### src/rtl/netctl_pkg.sv
// constants, field layout and carrier types shared by the network control register bank
package netctl_pkg;

  // ==========================================================================
  // register word location on the internal indirect bus
  // ==========================================================================
  localparam logic [4:0] NET_WORD_INDEX = 5'h00;  // word at byte offset 0x00
  localparam int NET_ADDR_MSB = 6;
  localparam int NET_ADDR_LSB = 2;

  // ==========================================================================
  // reset values
  // ==========================================================================
  localparam logic [7:0] NET_CMD_RESET = 8'h00;
  localparam logic [7:0] NET_SIO_RESET = 8'h00;
  localparam logic [3:0] NET_STS_RESET = 4'h0;
  localparam logic [3:0] NET_MASK_RESET = 4'h0;

  // ==========================================================================
  // network_command bits (byte 0)
  // ==========================================================================
  localparam int CMD_CONTROLLER_RUN = 7;
  localparam int CMD_EXTERNAL_PATH_SELECT = 6;
  localparam int CMD_KEEP_SHORT_FRAMES = 5;
  localparam int CMD_PROMISCUOUS_RECEIVE = 4;
  localparam int CMD_REJECT_BROADCAST = 3;
  localparam int CMD_FULL_DUPLEX = 2;
  localparam int CMD_RING_FRAME_FORMAT = 1;
  localparam int CMD_TRANSMIT_PACING_ENABLE = 0;

  // ==========================================================================
  // serial_pin_control bits, relative to byte 1 (absolute bit minus 8)
  // ==========================================================================
  localparam int SIO_MGMT_IRQ_ENABLE = 7;
  localparam int SIO_EEPROM_CLOCK_BIT = 6;
  localparam int SIO_EEPROM_DRIVE_ENABLE = 5;
  localparam int SIO_EEPROM_DATA_BIT = 4;
  localparam int SIO_PHY_RESET_RELEASE = 3;
  localparam int SIO_MGMT_CLOCK_BIT = 2;
  localparam int SIO_MGMT_DRIVE_ENABLE = 1;
  localparam int SIO_MGMT_DATA_BIT = 0;

  // ==========================================================================
  // status flags (bits 23..20) and masks (bits 31..28), relative index
  // ==========================================================================
  localparam int STS_MGMT_IRQ = 3;
  localparam int STS_HEARTBEAT_ERROR = 2;
  localparam int STS_TRANSMIT_STOPPED = 1;
  localparam int STS_RECEIVE_STOPPED = 0;
  localparam int STS_FIELD_LSB = 20;
  localparam int MASK_FIELD_LSB = 28;

  // ==========================================================================
  // host interrupt report and transmit pacing
  // ==========================================================================
  localparam logic [2:0] INT_TYPE_NET_STATUS = 3'b110;
  localparam logic [2:0] INT_TYPE_NONE = 3'b000;
  localparam logic [7:0] INT_VEC_NET_STATUS = 8'h00;
  localparam logic [2:0] IFG_NORMAL = 3'h1;
  localparam logic [2:0] IFG_PACED = 3'h4;            // four interframe gaps
  localparam logic [4:0] PACE_CLEAN_FRAMES = 5'h1f;   // 31 clean frames end pacing

  // ==========================================================================
  // carrier types
  // ==========================================================================
  typedef struct packed {
    logic valid;
    logic write;
    logic [6:0] addr;
    logic [3:0] byte_en;
    logic [31:0] wdata;
  } dio_req_t;

  typedef struct packed {
    logic done;
    logic collided;
    logic deferred;
  } tx_result_t;

  typedef struct packed {
    logic valid;
    logic addr_match;
    logic broadcast;
    logic ring_broadcast;
    logic error;
    logic short_frame;
  } rx_frame_t;

  typedef struct packed {
    logic hold_reset;
    logic config_write_allow;
    logic internal_loopback;
    logic mac_clock_from_pci;
    logic mii_pins_enable;
    logic keep_short_frames;
    logic promiscuous;
    logic reject_broadcast;
    logic full_duplex;
    logic collision_stats_enable;
    logic ring_frame_format;
  } mac_ctrl_t;

  typedef enum logic [1:0] {
    STRAP_SETTLE0 = 2'b00,
    STRAP_SETTLE1 = 2'b01,
    STRAP_SETTLE2 = 2'b11,
    STRAP_DONE = 2'b10
  } strap_state_t;

endpackage

### src/rtl/network_control_status_regs.sv
// network command, serial pin, status and mask byte registers on the indirect bus
//
// Behaviour
// - reset clears all four bytes
// - run clear holds controller reset, unlocks config
// - path select clear loops back internally
// - keep short frames only in csma mode
// - promiscuous accepts all non-broadcast, errors need pass flag, short frames need keep bit in csma
// - reject broadcast drops broadcast frames when set
// - full duplex disables collision statistics
// - ring frame format selects ring framing
// - pacing: four gaps until 31 clean frames
// - eeprom pins follow most recent writer
// - any reset gives eeprom pins to nvram
// - eeprom clock bit, strap disables port
// - eeprom data driven or loaded by enable
// - phy reset pin follows release bit
// - mgmt clock bit drives mgmt clock pin
// - mdio driven or loaded by enable
// - mdio low with enable sets mgmt flag
// - missing collision in gap sets heartbeat, csma only
// - stop completions set stop flags
// - status flags clear on write one
// - masked flags post network status interrupt
// - report type 110 with zero vector
`timescale 1ns/1ps
module network_control_status_regs (
  input wire logic sys_clk_in,
  input wire logic nrst_in,
  input wire logic adapter_reset_in,
  input wire netctl_pkg::dio_req_t dio_req_in,
  output logic dio_ack_out,
  output logic [31:0] dio_rdata_out,
  input wire logic nvram_write_in,
  input wire logic nvram_clock_in,
  input wire logic nvram_data_in,
  input wire logic nvram_drive_in,
  input wire logic csma_mode_in,
  input wire logic pass_error_frames_in,
  input wire netctl_pkg::tx_result_t tx_result_in,
  input wire logic post_tx_gap_in,
  input wire logic tx_stop_done_in,
  input wire logic rx_stop_done_in,
  input wire netctl_pkg::rx_frame_t rx_frame_in,
  output logic rx_decision_valid_out,
  output logic rx_accept_out,
  output netctl_pkg::mac_ctrl_t mac_ctrl_out,
  output logic [2:0] ifg_multiple_out,
  input wire logic collision_input_pin_in,
  input wire logic eeprom_clock_pin_in,
  output logic eeprom_clock_pin_out,
  output logic eeprom_clock_pin_oe_out,
  input wire logic eeprom_data_pin_in,
  output logic eeprom_data_pin_out,
  output logic eeprom_data_pin_oe_out,
  output logic eeprom_port_enabled_out,
  output logic mgmt_clock_pin_out,
  input wire logic mgmt_data_pin_in,
  output logic mgmt_data_pin_out,
  output logic mgmt_data_pin_oe_out,
  output logic phy_reset_pin_n_out,
  output logic net_irq_out,
  output logic [2:0] int_type_out,
  output logic [7:0] int_vec_out
);
  import netctl_pkg::*;

  // ==========================================================================
  // pin synchronisers
  // ==========================================================================
  logic [3:0] pins_sync;
  logic col_sync;
  logic eclk_sync;
  logic eeprom_data_pin_sync;
  logic mdio_sync;

  pin_sync #(.WIDTH(4)) u_pin_sync (
    .sys_clk_in(sys_clk_in),
    .nrst_in(nrst_in),
    .pin_in({collision_input_pin_in, eeprom_clock_pin_in, eeprom_data_pin_in,
             mgmt_data_pin_in}),
    .sync_out(pins_sync)
  );
  assign {col_sync, eclk_sync, eeprom_data_pin_sync, mdio_sync} = pins_sync;

  // ==========================================================================
  // address decode
  // ==========================================================================
  logic [7:0] cmd_r;
  logic [7:0] sio_r;
  logic [7:0] sio_nxt;
  logic [3:0] sts_r;
  logic [3:0] sts_nxt;
  logic [3:0] mask_r;
  logic [3:0] sts_set;
  logic [3:0] sts_clr;
  logic wr_hit;
  logic rd_hit;
  logic owner_sio_r;
  logic eeprom_enabled_r;
  strap_state_t strap_r;

  // one word only; other word addresses belong to neighbouring registers
  function automatic logic word_hit(input logic [6:0] addr);
    word_hit = (addr[NET_ADDR_MSB:NET_ADDR_LSB] == NET_WORD_INDEX);
  endfunction

  assign wr_hit = dio_req_in.valid & dio_req_in.write & word_hit(dio_req_in.addr);
  assign rd_hit = dio_req_in.valid & ~dio_req_in.write & word_hit(dio_req_in.addr);

  // ==========================================================================
  // network_command byte
  // ==========================================================================
  always_ff @(posedge sys_clk_in or negedge nrst_in)
  begin
    if (!nrst_in)
      cmd_r <= NET_CMD_RESET;
    else if (adapter_reset_in)
      cmd_r <= NET_CMD_RESET;
    else if (wr_hit && dio_req_in.byte_en[0])
      cmd_r <= dio_req_in.wdata[7:0];
  end

  // command bits decoded into the mac control bundle
  always_comb
  begin
    mac_ctrl_out.hold_reset = ~cmd_r[CMD_CONTROLLER_RUN];
    mac_ctrl_out.config_write_allow = ~cmd_r[CMD_CONTROLLER_RUN];
    mac_ctrl_out.internal_loopback = ~cmd_r[CMD_EXTERNAL_PATH_SELECT];
    mac_ctrl_out.mac_clock_from_pci = ~cmd_r[CMD_EXTERNAL_PATH_SELECT];
    mac_ctrl_out.mii_pins_enable = cmd_r[CMD_EXTERNAL_PATH_SELECT];
    mac_ctrl_out.keep_short_frames = cmd_r[CMD_KEEP_SHORT_FRAMES] & csma_mode_in;
    mac_ctrl_out.promiscuous = cmd_r[CMD_PROMISCUOUS_RECEIVE];
    mac_ctrl_out.reject_broadcast = cmd_r[CMD_REJECT_BROADCAST];
    mac_ctrl_out.full_duplex = cmd_r[CMD_FULL_DUPLEX];
    mac_ctrl_out.collision_stats_enable = ~cmd_r[CMD_FULL_DUPLEX];
    mac_ctrl_out.ring_frame_format = cmd_r[CMD_RING_FRAME_FORMAT];
  end

  // ==========================================================================
  // receive accept decision
  // ==========================================================================
  function automatic logic frame_accept(input rx_frame_t f, input logic [7:0] cmd,
                                        input logic csma, input logic pass_error_frames);
    logic bcast;
    bcast = f.broadcast | f.ring_broadcast;
    if (f.error && !(cmd[CMD_PROMISCUOUS_RECEIVE] && pass_error_frames))
      frame_accept = 1'b0;
    else if (f.short_frame && csma && !cmd[CMD_KEEP_SHORT_FRAMES])
      frame_accept = 1'b0;
    else if (bcast)
      frame_accept = ~cmd[CMD_REJECT_BROADCAST];
    else
      frame_accept = f.addr_match | cmd[CMD_PROMISCUOUS_RECEIVE];
  endfunction

  // the decision is registered so the filter sees one stable answer per frame
  always_ff @(posedge sys_clk_in or negedge nrst_in)
  begin
    if (!nrst_in)
    begin
      rx_decision_valid_out <= 1'b0;
      rx_accept_out <= 1'b0;
    end
    else
    begin
      rx_decision_valid_out <= rx_frame_in.valid;
      rx_accept_out <= rx_frame_in.valid &
                       frame_accept(rx_frame_in, cmd_r, csma_mode_in, pass_error_frames_in);
    end
  end

  // ==========================================================================
  // transmit pacing
  // ==========================================================================
  logic pace_on_r;
  logic [4:0] clean_cnt_r;

  // a collision or deferral restarts the clean-frame run
  always_ff @(posedge sys_clk_in or negedge nrst_in)
  begin
    if (!nrst_in)
    begin
      pace_on_r <= 1'b0;
      clean_cnt_r <= 5'h00;
    end
    else if (adapter_reset_in || !cmd_r[CMD_TRANSMIT_PACING_ENABLE])
    begin
      pace_on_r <= 1'b0;
      clean_cnt_r <= 5'h00;
    end
    else if (tx_result_in.done)
    begin
      if (tx_result_in.collided || tx_result_in.deferred)
      begin
        pace_on_r <= 1'b1;
        clean_cnt_r <= 5'h00;
      end
      else if (pace_on_r)
      begin
        if (clean_cnt_r == PACE_CLEAN_FRAMES - 5'h01)
        begin
          pace_on_r <= 1'b0;
          clean_cnt_r <= 5'h00;
        end
        else
          clean_cnt_r <= clean_cnt_r + 5'h01;
      end
    end
  end
  assign ifg_multiple_out = pace_on_r ? IFG_PACED : IFG_NORMAL;

  // ==========================================================================
  // serial_pin_control byte
  // ==========================================================================
  // data bits follow their pins whenever the matching drive enable is off
  always_comb
  begin
    sio_nxt = sio_r;
    if (wr_hit && dio_req_in.byte_en[1])
      sio_nxt = dio_req_in.wdata[15:8];
    if (!sio_nxt[SIO_EEPROM_DRIVE_ENABLE])
      sio_nxt[SIO_EEPROM_DATA_BIT] = eeprom_data_pin_sync;
    if (!sio_nxt[SIO_MGMT_DRIVE_ENABLE])
      sio_nxt[SIO_MGMT_DATA_BIT] = mdio_sync;
  end

  always_ff @(posedge sys_clk_in or negedge nrst_in)
  begin
    if (!nrst_in)
      sio_r <= NET_SIO_RESET;
    else if (adapter_reset_in)
      sio_r <= NET_SIO_RESET;
    else
      sio_r <= sio_nxt;
  end

  // eeprom pin owner: nvram side on reset or its write, serial byte on a window write
  always_ff @(posedge sys_clk_in or negedge nrst_in)
  begin
    if (!nrst_in)
      owner_sio_r <= 1'b0;
    else if (adapter_reset_in || nvram_write_in)
      owner_sio_r <= 1'b0;
    else if (wr_hit)
      owner_sio_r <= 1'b1;
  end

  // strap sample: wait for the synchroniser to see the undriven pin, then latch
  always_ff @(posedge sys_clk_in or negedge nrst_in)
  begin
    if (!nrst_in)
    begin
      strap_r <= STRAP_SETTLE0;
      eeprom_enabled_r <= 1'b0;
    end
    else if (adapter_reset_in)
    begin
      strap_r <= STRAP_SETTLE0;
      eeprom_enabled_r <= 1'b0;
    end
    else
    begin
      case (strap_r)
        STRAP_SETTLE0: strap_r <= STRAP_SETTLE1;
        STRAP_SETTLE1: strap_r <= STRAP_SETTLE2;
        STRAP_SETTLE2:
        begin
          strap_r <= STRAP_DONE;
          eeprom_enabled_r <= eclk_sync;
        end
        STRAP_DONE: strap_r <= STRAP_DONE;
        default: strap_r <= STRAP_SETTLE0;
      endcase
    end
  end

  // pin drive; clock pin stays undriven while the strap is being read
  assign eeprom_port_enabled_out = eeprom_enabled_r;
  assign eeprom_clock_pin_oe_out = eeprom_enabled_r;
  assign eeprom_clock_pin_out = owner_sio_r ? sio_r[SIO_EEPROM_CLOCK_BIT] : nvram_clock_in;
  assign eeprom_data_pin_out = owner_sio_r ? sio_r[SIO_EEPROM_DATA_BIT] : nvram_data_in;
  assign eeprom_data_pin_oe_out = owner_sio_r ? sio_r[SIO_EEPROM_DRIVE_ENABLE] : nvram_drive_in;
  assign phy_reset_pin_n_out = sio_r[SIO_PHY_RESET_RELEASE];
  assign mgmt_clock_pin_out = sio_r[SIO_MGMT_CLOCK_BIT];
  assign mgmt_data_pin_out = sio_r[SIO_MGMT_DATA_BIT];
  assign mgmt_data_pin_oe_out = sio_r[SIO_MGMT_DRIVE_ENABLE];

  // ==========================================================================
  // status flags and masks
  // ==========================================================================
  logic gap_r;
  logic col_seen_r;

  // collision must show somewhere inside the gap window after a transmission
  always_ff @(posedge sys_clk_in or negedge nrst_in)
  begin
    if (!nrst_in)
    begin
      gap_r <= 1'b0;
      col_seen_r <= 1'b0;
    end
    else
    begin
      gap_r <= post_tx_gap_in;
      if (!gap_r && post_tx_gap_in)
        col_seen_r <= col_sync;
      else if (post_tx_gap_in)
        col_seen_r <= col_seen_r | col_sync;
    end
  end

  always_comb
  begin
    sts_set[STS_MGMT_IRQ] = ~mdio_sync & sio_r[SIO_MGMT_IRQ_ENABLE];
    sts_set[STS_HEARTBEAT_ERROR] = csma_mode_in & gap_r & ~post_tx_gap_in
                                   & ~(col_seen_r | col_sync);
    sts_set[STS_TRANSMIT_STOPPED] = tx_stop_done_in;
    sts_set[STS_RECEIVE_STOPPED] = rx_stop_done_in;
    sts_clr = (wr_hit && dio_req_in.byte_en[2]) ? dio_req_in.wdata[23:20] : 4'h0;
    sts_nxt = (sts_r & ~sts_clr) | sts_set; // set wins over clear
  end

  always_ff @(posedge sys_clk_in or negedge nrst_in)
  begin
    if (!nrst_in)
      sts_r <= NET_STS_RESET;
    else if (adapter_reset_in)
      sts_r <= NET_STS_RESET;
    else
      sts_r <= sts_nxt;
  end

  always_ff @(posedge sys_clk_in or negedge nrst_in)
  begin
    if (!nrst_in)
      mask_r <= NET_MASK_RESET;
    else if (adapter_reset_in)
      mask_r <= NET_MASK_RESET;
    else if (wr_hit && dio_req_in.byte_en[3])
      mask_r <= dio_req_in.wdata[31:28]; // bits 27..24 dropped
  end

  // interrupt report is registered, one cycle behind the flags
  always_ff @(posedge sys_clk_in or negedge nrst_in)
  begin
    if (!nrst_in)
    begin
      net_irq_out <= 1'b0;
      int_type_out <= INT_TYPE_NONE;
      int_vec_out <= INT_VEC_NET_STATUS;
    end
    else
    begin
      net_irq_out <= |(sts_r & mask_r);
      int_type_out <= (|(sts_r & mask_r)) ? INT_TYPE_NET_STATUS : INT_TYPE_NONE;
      int_vec_out <= INT_VEC_NET_STATUS;
    end
  end

  // ==========================================================================
  // read path: one-cycle answer, unmapped words read zero
  // ==========================================================================
  always_ff @(posedge sys_clk_in or negedge nrst_in)
  begin
    if (!nrst_in)
    begin
      dio_ack_out <= 1'b0;
      dio_rdata_out <= 32'h0000_0000;
    end
    else
    begin
      dio_ack_out <= dio_req_in.valid;
      if (rd_hit)
        dio_rdata_out <= {mask_r, 4'h0, sts_r, 4'h0,
                          sio_r[7], sio_r[6] & eeprom_enabled_r, sio_r[5:0], cmd_r};
      else
        dio_rdata_out <= 32'h0000_0000;
    end
  end
endmodule

### src/rtl/pin_sync.sv
// two-flop synchronisers for the pins sampled by the register bank
`timescale 1ns/1ps
module pin_sync #(
  parameter int WIDTH = 4
) (
  input wire logic sys_clk_in,
  input wire logic nrst_in,
  input wire logic [WIDTH-1:0] pin_in,
  output logic [WIDTH-1:0] sync_out
);

  // ==========================================================================
  // one pair of flops per pin; the first flop feeds only the second
  // ==========================================================================
  genvar i;
  generate
    for (i = 0; i < WIDTH; i++)
    begin : g_bit
      logic meta_r;
      logic stable_r;
      always_ff @(posedge sys_clk_in or negedge nrst_in)
      begin
        if (!nrst_in)
        begin
          meta_r <= 1'b0;
          stable_r <= 1'b0;
        end
        else
        begin
          meta_r <= pin_in[i];
          stable_r <= meta_r;
        end
      end
      assign sync_out[i] = stable_r;
    end
  endgenerate

endmodule
### config.mk
export PLATFORM = sky130hd
export DESIGN_NAME = network_control_status_regs
export DESIGN_NICKNAME = d
export VERILOG_FILES = /design/src/rtl/netctl_pkg.sv /design/src/rtl/network_control_status_regs.sv /design/src/rtl/pin_sync.sv
export SDC_FILE = /design/constraint.sdc
export NUM_CORES = 1
export LEC_CHECK = 0
export ABC_AREA = 1
export BUFFER_PORTS_ARGS = -buffer_cell sky130_fd_sc_hd__buf_2
export CORE_AREA = 2 2 91 93
export CTS_BUF_LIST = sky130_fd_sc_hd__clkbuf_16
export DETAILED_ROUTE_END_ITERATION = 16
export DIE_AREA = 0 0 93 95
export PLACE_DENSITY_LB_ADDON = 0.3
export RECOVER_POWER = 50
export SLEW_MARGIN = 5
export SYNTH_ARGS = -nofsm -noshare
export SYNTH_HDL_FRONTEND = slang
export SYNTH_HIERARCHICAL = 1
export SYNTH_SLANG_ARGS = --single-unit
export TNS_END_PERCENT = 30
### constraint.sdc
create_clock -name sys_clk_in -period 1.4 [get_ports sys_clk_in]
set_clock_uncertainty 0.05 [all_clocks]
set_input_delay 0.14 -clock sys_clk_in [delete_from_list [all_inputs] [get_ports sys_clk_in]]
set_output_delay 0.14 -clock sys_clk_in [all_outputs]
set_load 0.01 [all_outputs]
==> key figures <==
Synth
  • Post-synth EDFFs: 0
  • Mux contribution to synthesized area: 0%
  • Avg Inst Size Synth: 9.42 um^2
  • Synth cell count leaders: dfrtp_1, inv_1, nor2_1
  • Synth Register Bits: 72
  • Most frequent cell after synthesis: dfrtp_1
  • Yosys warning total: 6
  • Post-synth top area cell: dfrtp_1
  • Adder-cell share of the synthesized area: 0.812%
  • Dominant synthesized flop cell: dfrtp_1
  • Synth Cell Area: slightly above 3000 um^2
  • Ranking of synthesized cells by area: dfrtp_1, buf_4, inv_1, nor2_1, nand2_1
  • Post-synthesis sequential area ratio: between 50% and 60%
  • Area share of the largest cell type after synthesis: 58.5%
  • Distinct cells, synth: 28
  • Synthesized instance count: 327
  • Compound-Gate Fraction of Synth Area: under 10%
  • Simple-Gate Fraction of Synth Area: a little under a fifth
  • Largest family of logic cells by synthesized area: simple AND/OR/NAND/NOR gates
  • Async SR Flop Fraction: 100%
  • Synth Area in XOR/XNOR: 0%

Detailed routing
  • WL met2: 3.43 mm
  • DRT iter0 DRCs: 107
  • DRT antenna net count: 0
  • DR WL met3: 387 um
  • DR pass1 iterations: 4
  • Routed WL: 6.79 mm
  • Met1 wire length: approximately 2.9 mm
  • Routed vias: 2,425
  • Via density: about 4.3
  • Avg WL per Cell: 12.1 um
  • DRC: 0
  • Max Used Layer: met4

Power
  • P per Cell Area: 1210 nW/um^2
  • Peak VDD IR: 643 uV
  • Power share of the clock group: approximately half
  • Leakage power: 0.00216 uW
  • Switch Pwr: around 1100 uW
  • Share of power burned in registers: ~43%
  • Net Sw Frac: 22.5%
  • Pwr Total: 4970 uW
  • Pint: 3850 uW
  • Part of the power in combinational logic: a little under 7%

STA
  • Fin Setup TNS: 0 ns
  • Slew @ Worst Pin: 0.646 ns
  • Max Fclk: 0.773 GHz
  • Final hold violation count: 0
  • PnR worst setup slack: 0.106 ns
  • RSZ-0062 raised after global routing: no
  • Min cycle time layout: approximately 1.3 ns
  • Fin. max-slew vios: 0
  • Final worst path period share: roughly 92%
  • Worst slew margin: 57.0%
  • Worst Hold Slack: 0.00907 ns
  • Final setup violating endpoints: 0

Worst setup path
  • Slowest CP cell: dfrtp_1
  • Crit path DAT: around 1.1 ns
  • Critical path cell sequence: inv_1 -> o21ai_0 -> buf_2
  • Max incr delay on CP: 0.37 ns
  • Worst-path maximum fanout: 3
  • Crit path buffers/inverters: 2
  • Critical path required time: around 1.2 ns
  • Delay-heaviest family, CP: flip-flops
  • CP Launch Type: flop
  • CP endpoint kind: output port
  • WS Path Type: reg2out

GRT
  • Grt total ovfl: 0
  • Vias in the first global route: 2,293
  • Initial antenna violation count: 0
  • First-pass GRT wire length: about 11 mm
  • Total track usage: roughly 16%
  • Pin count of the biggest net entering global routing: 73

CTS
  • Clock-pin slew on the worst setup and hold paths: about 0.060 ns
  • Clk Latency, worst-skew pair: around 0.32 ns
  • H-Tree Depth: 3
  • Clock buffer depth: 2
  • Number of buffers created by CTS: 9
  • Clock sinks: just over 70
  • CTS tree: built
  • Clock root cell: clkbuf_16

Min path
  • Worst Hold Class: in2reg

Floorplan
  • Die outline width: just over 90 um
  • Top Ports: 140
  • Rows: 33
  • Initial Util: roughly two fifths
  • Height of the die: 95 um
  • Die Area: 8840 um^2
  • Core Box Area: 7930 um^2

Placed design
  • Setup WS pre-CTS: 0.0787 ns
  • IO buf count: 111
  • Post-Place Cell Area: 3620 um^2
  • Placed wire-length estimate: 4.83 mm
  • Routability cong.: 0.794

Layout
  • Synthesis-to-layout area growth: 33.0%
  • Final net count: 522
  • Final instance area: 4100 um^2
  • Ant. Diodes: 0
  • Layout cell share with drive strength beyond 1: 31.9%

Flow run
  • Max Cap Viol: 0

Run status
  • Status: complete, no violations
-- routing by layer --
metal | vias to the layer above | global-route usage, %
met5 | - | 0
met4 | 0 | 6.62
met3 | 7 | 4.23
met2 | 75 | 26.3
met1 | 1118 | 20.3
li1 | 1225 | -
-- what timing repair did --
action	CTS	global route
gates resized for setup	0	9
setup buffers	0	1
hold endpoints to repair	85	0
endpoints found under the setup margin	0	9
hold buffers	14	0
-- kinds of logic (layout without fill, tap and decap cells) --
kind of cell    Yosys count  count (layout)
buf+inv                  88             199
other cells               1              18
fa+ha+maj                 2               2
simple gates            123             123
compound gates           41              41
flops                    72              72
-- worst reg2reg max path: stages (launching register included) --
cell,delay [ns]
dfrtp_1,0.42
ha_4,0.18
nand2_4,0.05
nor2_4,0.04
nor3_4,0.22
nand2_1,0.10
o22ai_1,0.12
-- sequential cells by signal (all words and copies together) (netlist names), 2 cells and up --
signal and count:
sio_r 8, u_pin_sync/g_bit.stable_r 4, sts_r 4, clean_cnt_r 5, strap_r 2, mask_r 4
dio_rdata_out 24, cmd_r 8, u_pin_sync/g_bit.meta_r 4
-- placed cells by master (no fill, tap or decap), drive strengths merged, types with 2 or more instances in the layout --
cell         instances
o21ai               19
nand4                3
clkinvlp             2
buf                114
clkbuf              15
dlygate4sd3         14
nor2                46
nor4                 2
nor3                 3
dfrtp               72
ha                   2
inv                 51
conb                18
nand3               28
a21oi               13
nand2               39
bufinv               2
o22ai                6
-- through the flow --
step                util [%]  instances
detailed placement      45.6        529
global placement        45.6        529
CTS                     51.5        559
finish                  51.7        560
global route            51.7        560
floorplan                  -        344
-- area by class of cell --
type	instances	area, um^2
fillers	789	3830
repair buffers	134	762
clock buffers	9	225
well taps	105	131
clock inverters	7	101
inverters	49	184
multi-input cells	184	892
flip-flops and latches	72	1800
-- worst paths after layout --
check                                            from                      endpoint  slack (ns)  cells after the start
setup / recovery                             sio_r[5]        eeprom_data_pin_oe_out        0.11                      3
hold / removal                         dio_req_in[10]                      sio_r[2]       0.009                      3
setup reg to reg                       clean_cnt_r[1]                clean_cnt_r[1]        0.14                      6
hold reg to reg            u_pin_sync/g_bit[3].meta_r  u_pin_sync/g_bit[3].stable_r        0.30                      0
max in group asynchronous                     nrst_in                      cmd_r[4]        0.43                      3
min in group asynchronous                     nrst_in                    strap_r[0]        0.43                      3
-- power groups by stage --
stage                     clock network (uW)  logic (uW)  registers, uW
after floorplan                            0         177           2190
after global routing                    2650         388           2160
final                                   2480         341           2150
after global placement                     0         314           2190
after CTS                               2540         349           2150
after detailed placement                   0         318           2190
Note: power is estimated with default switching activity, not from simulation.
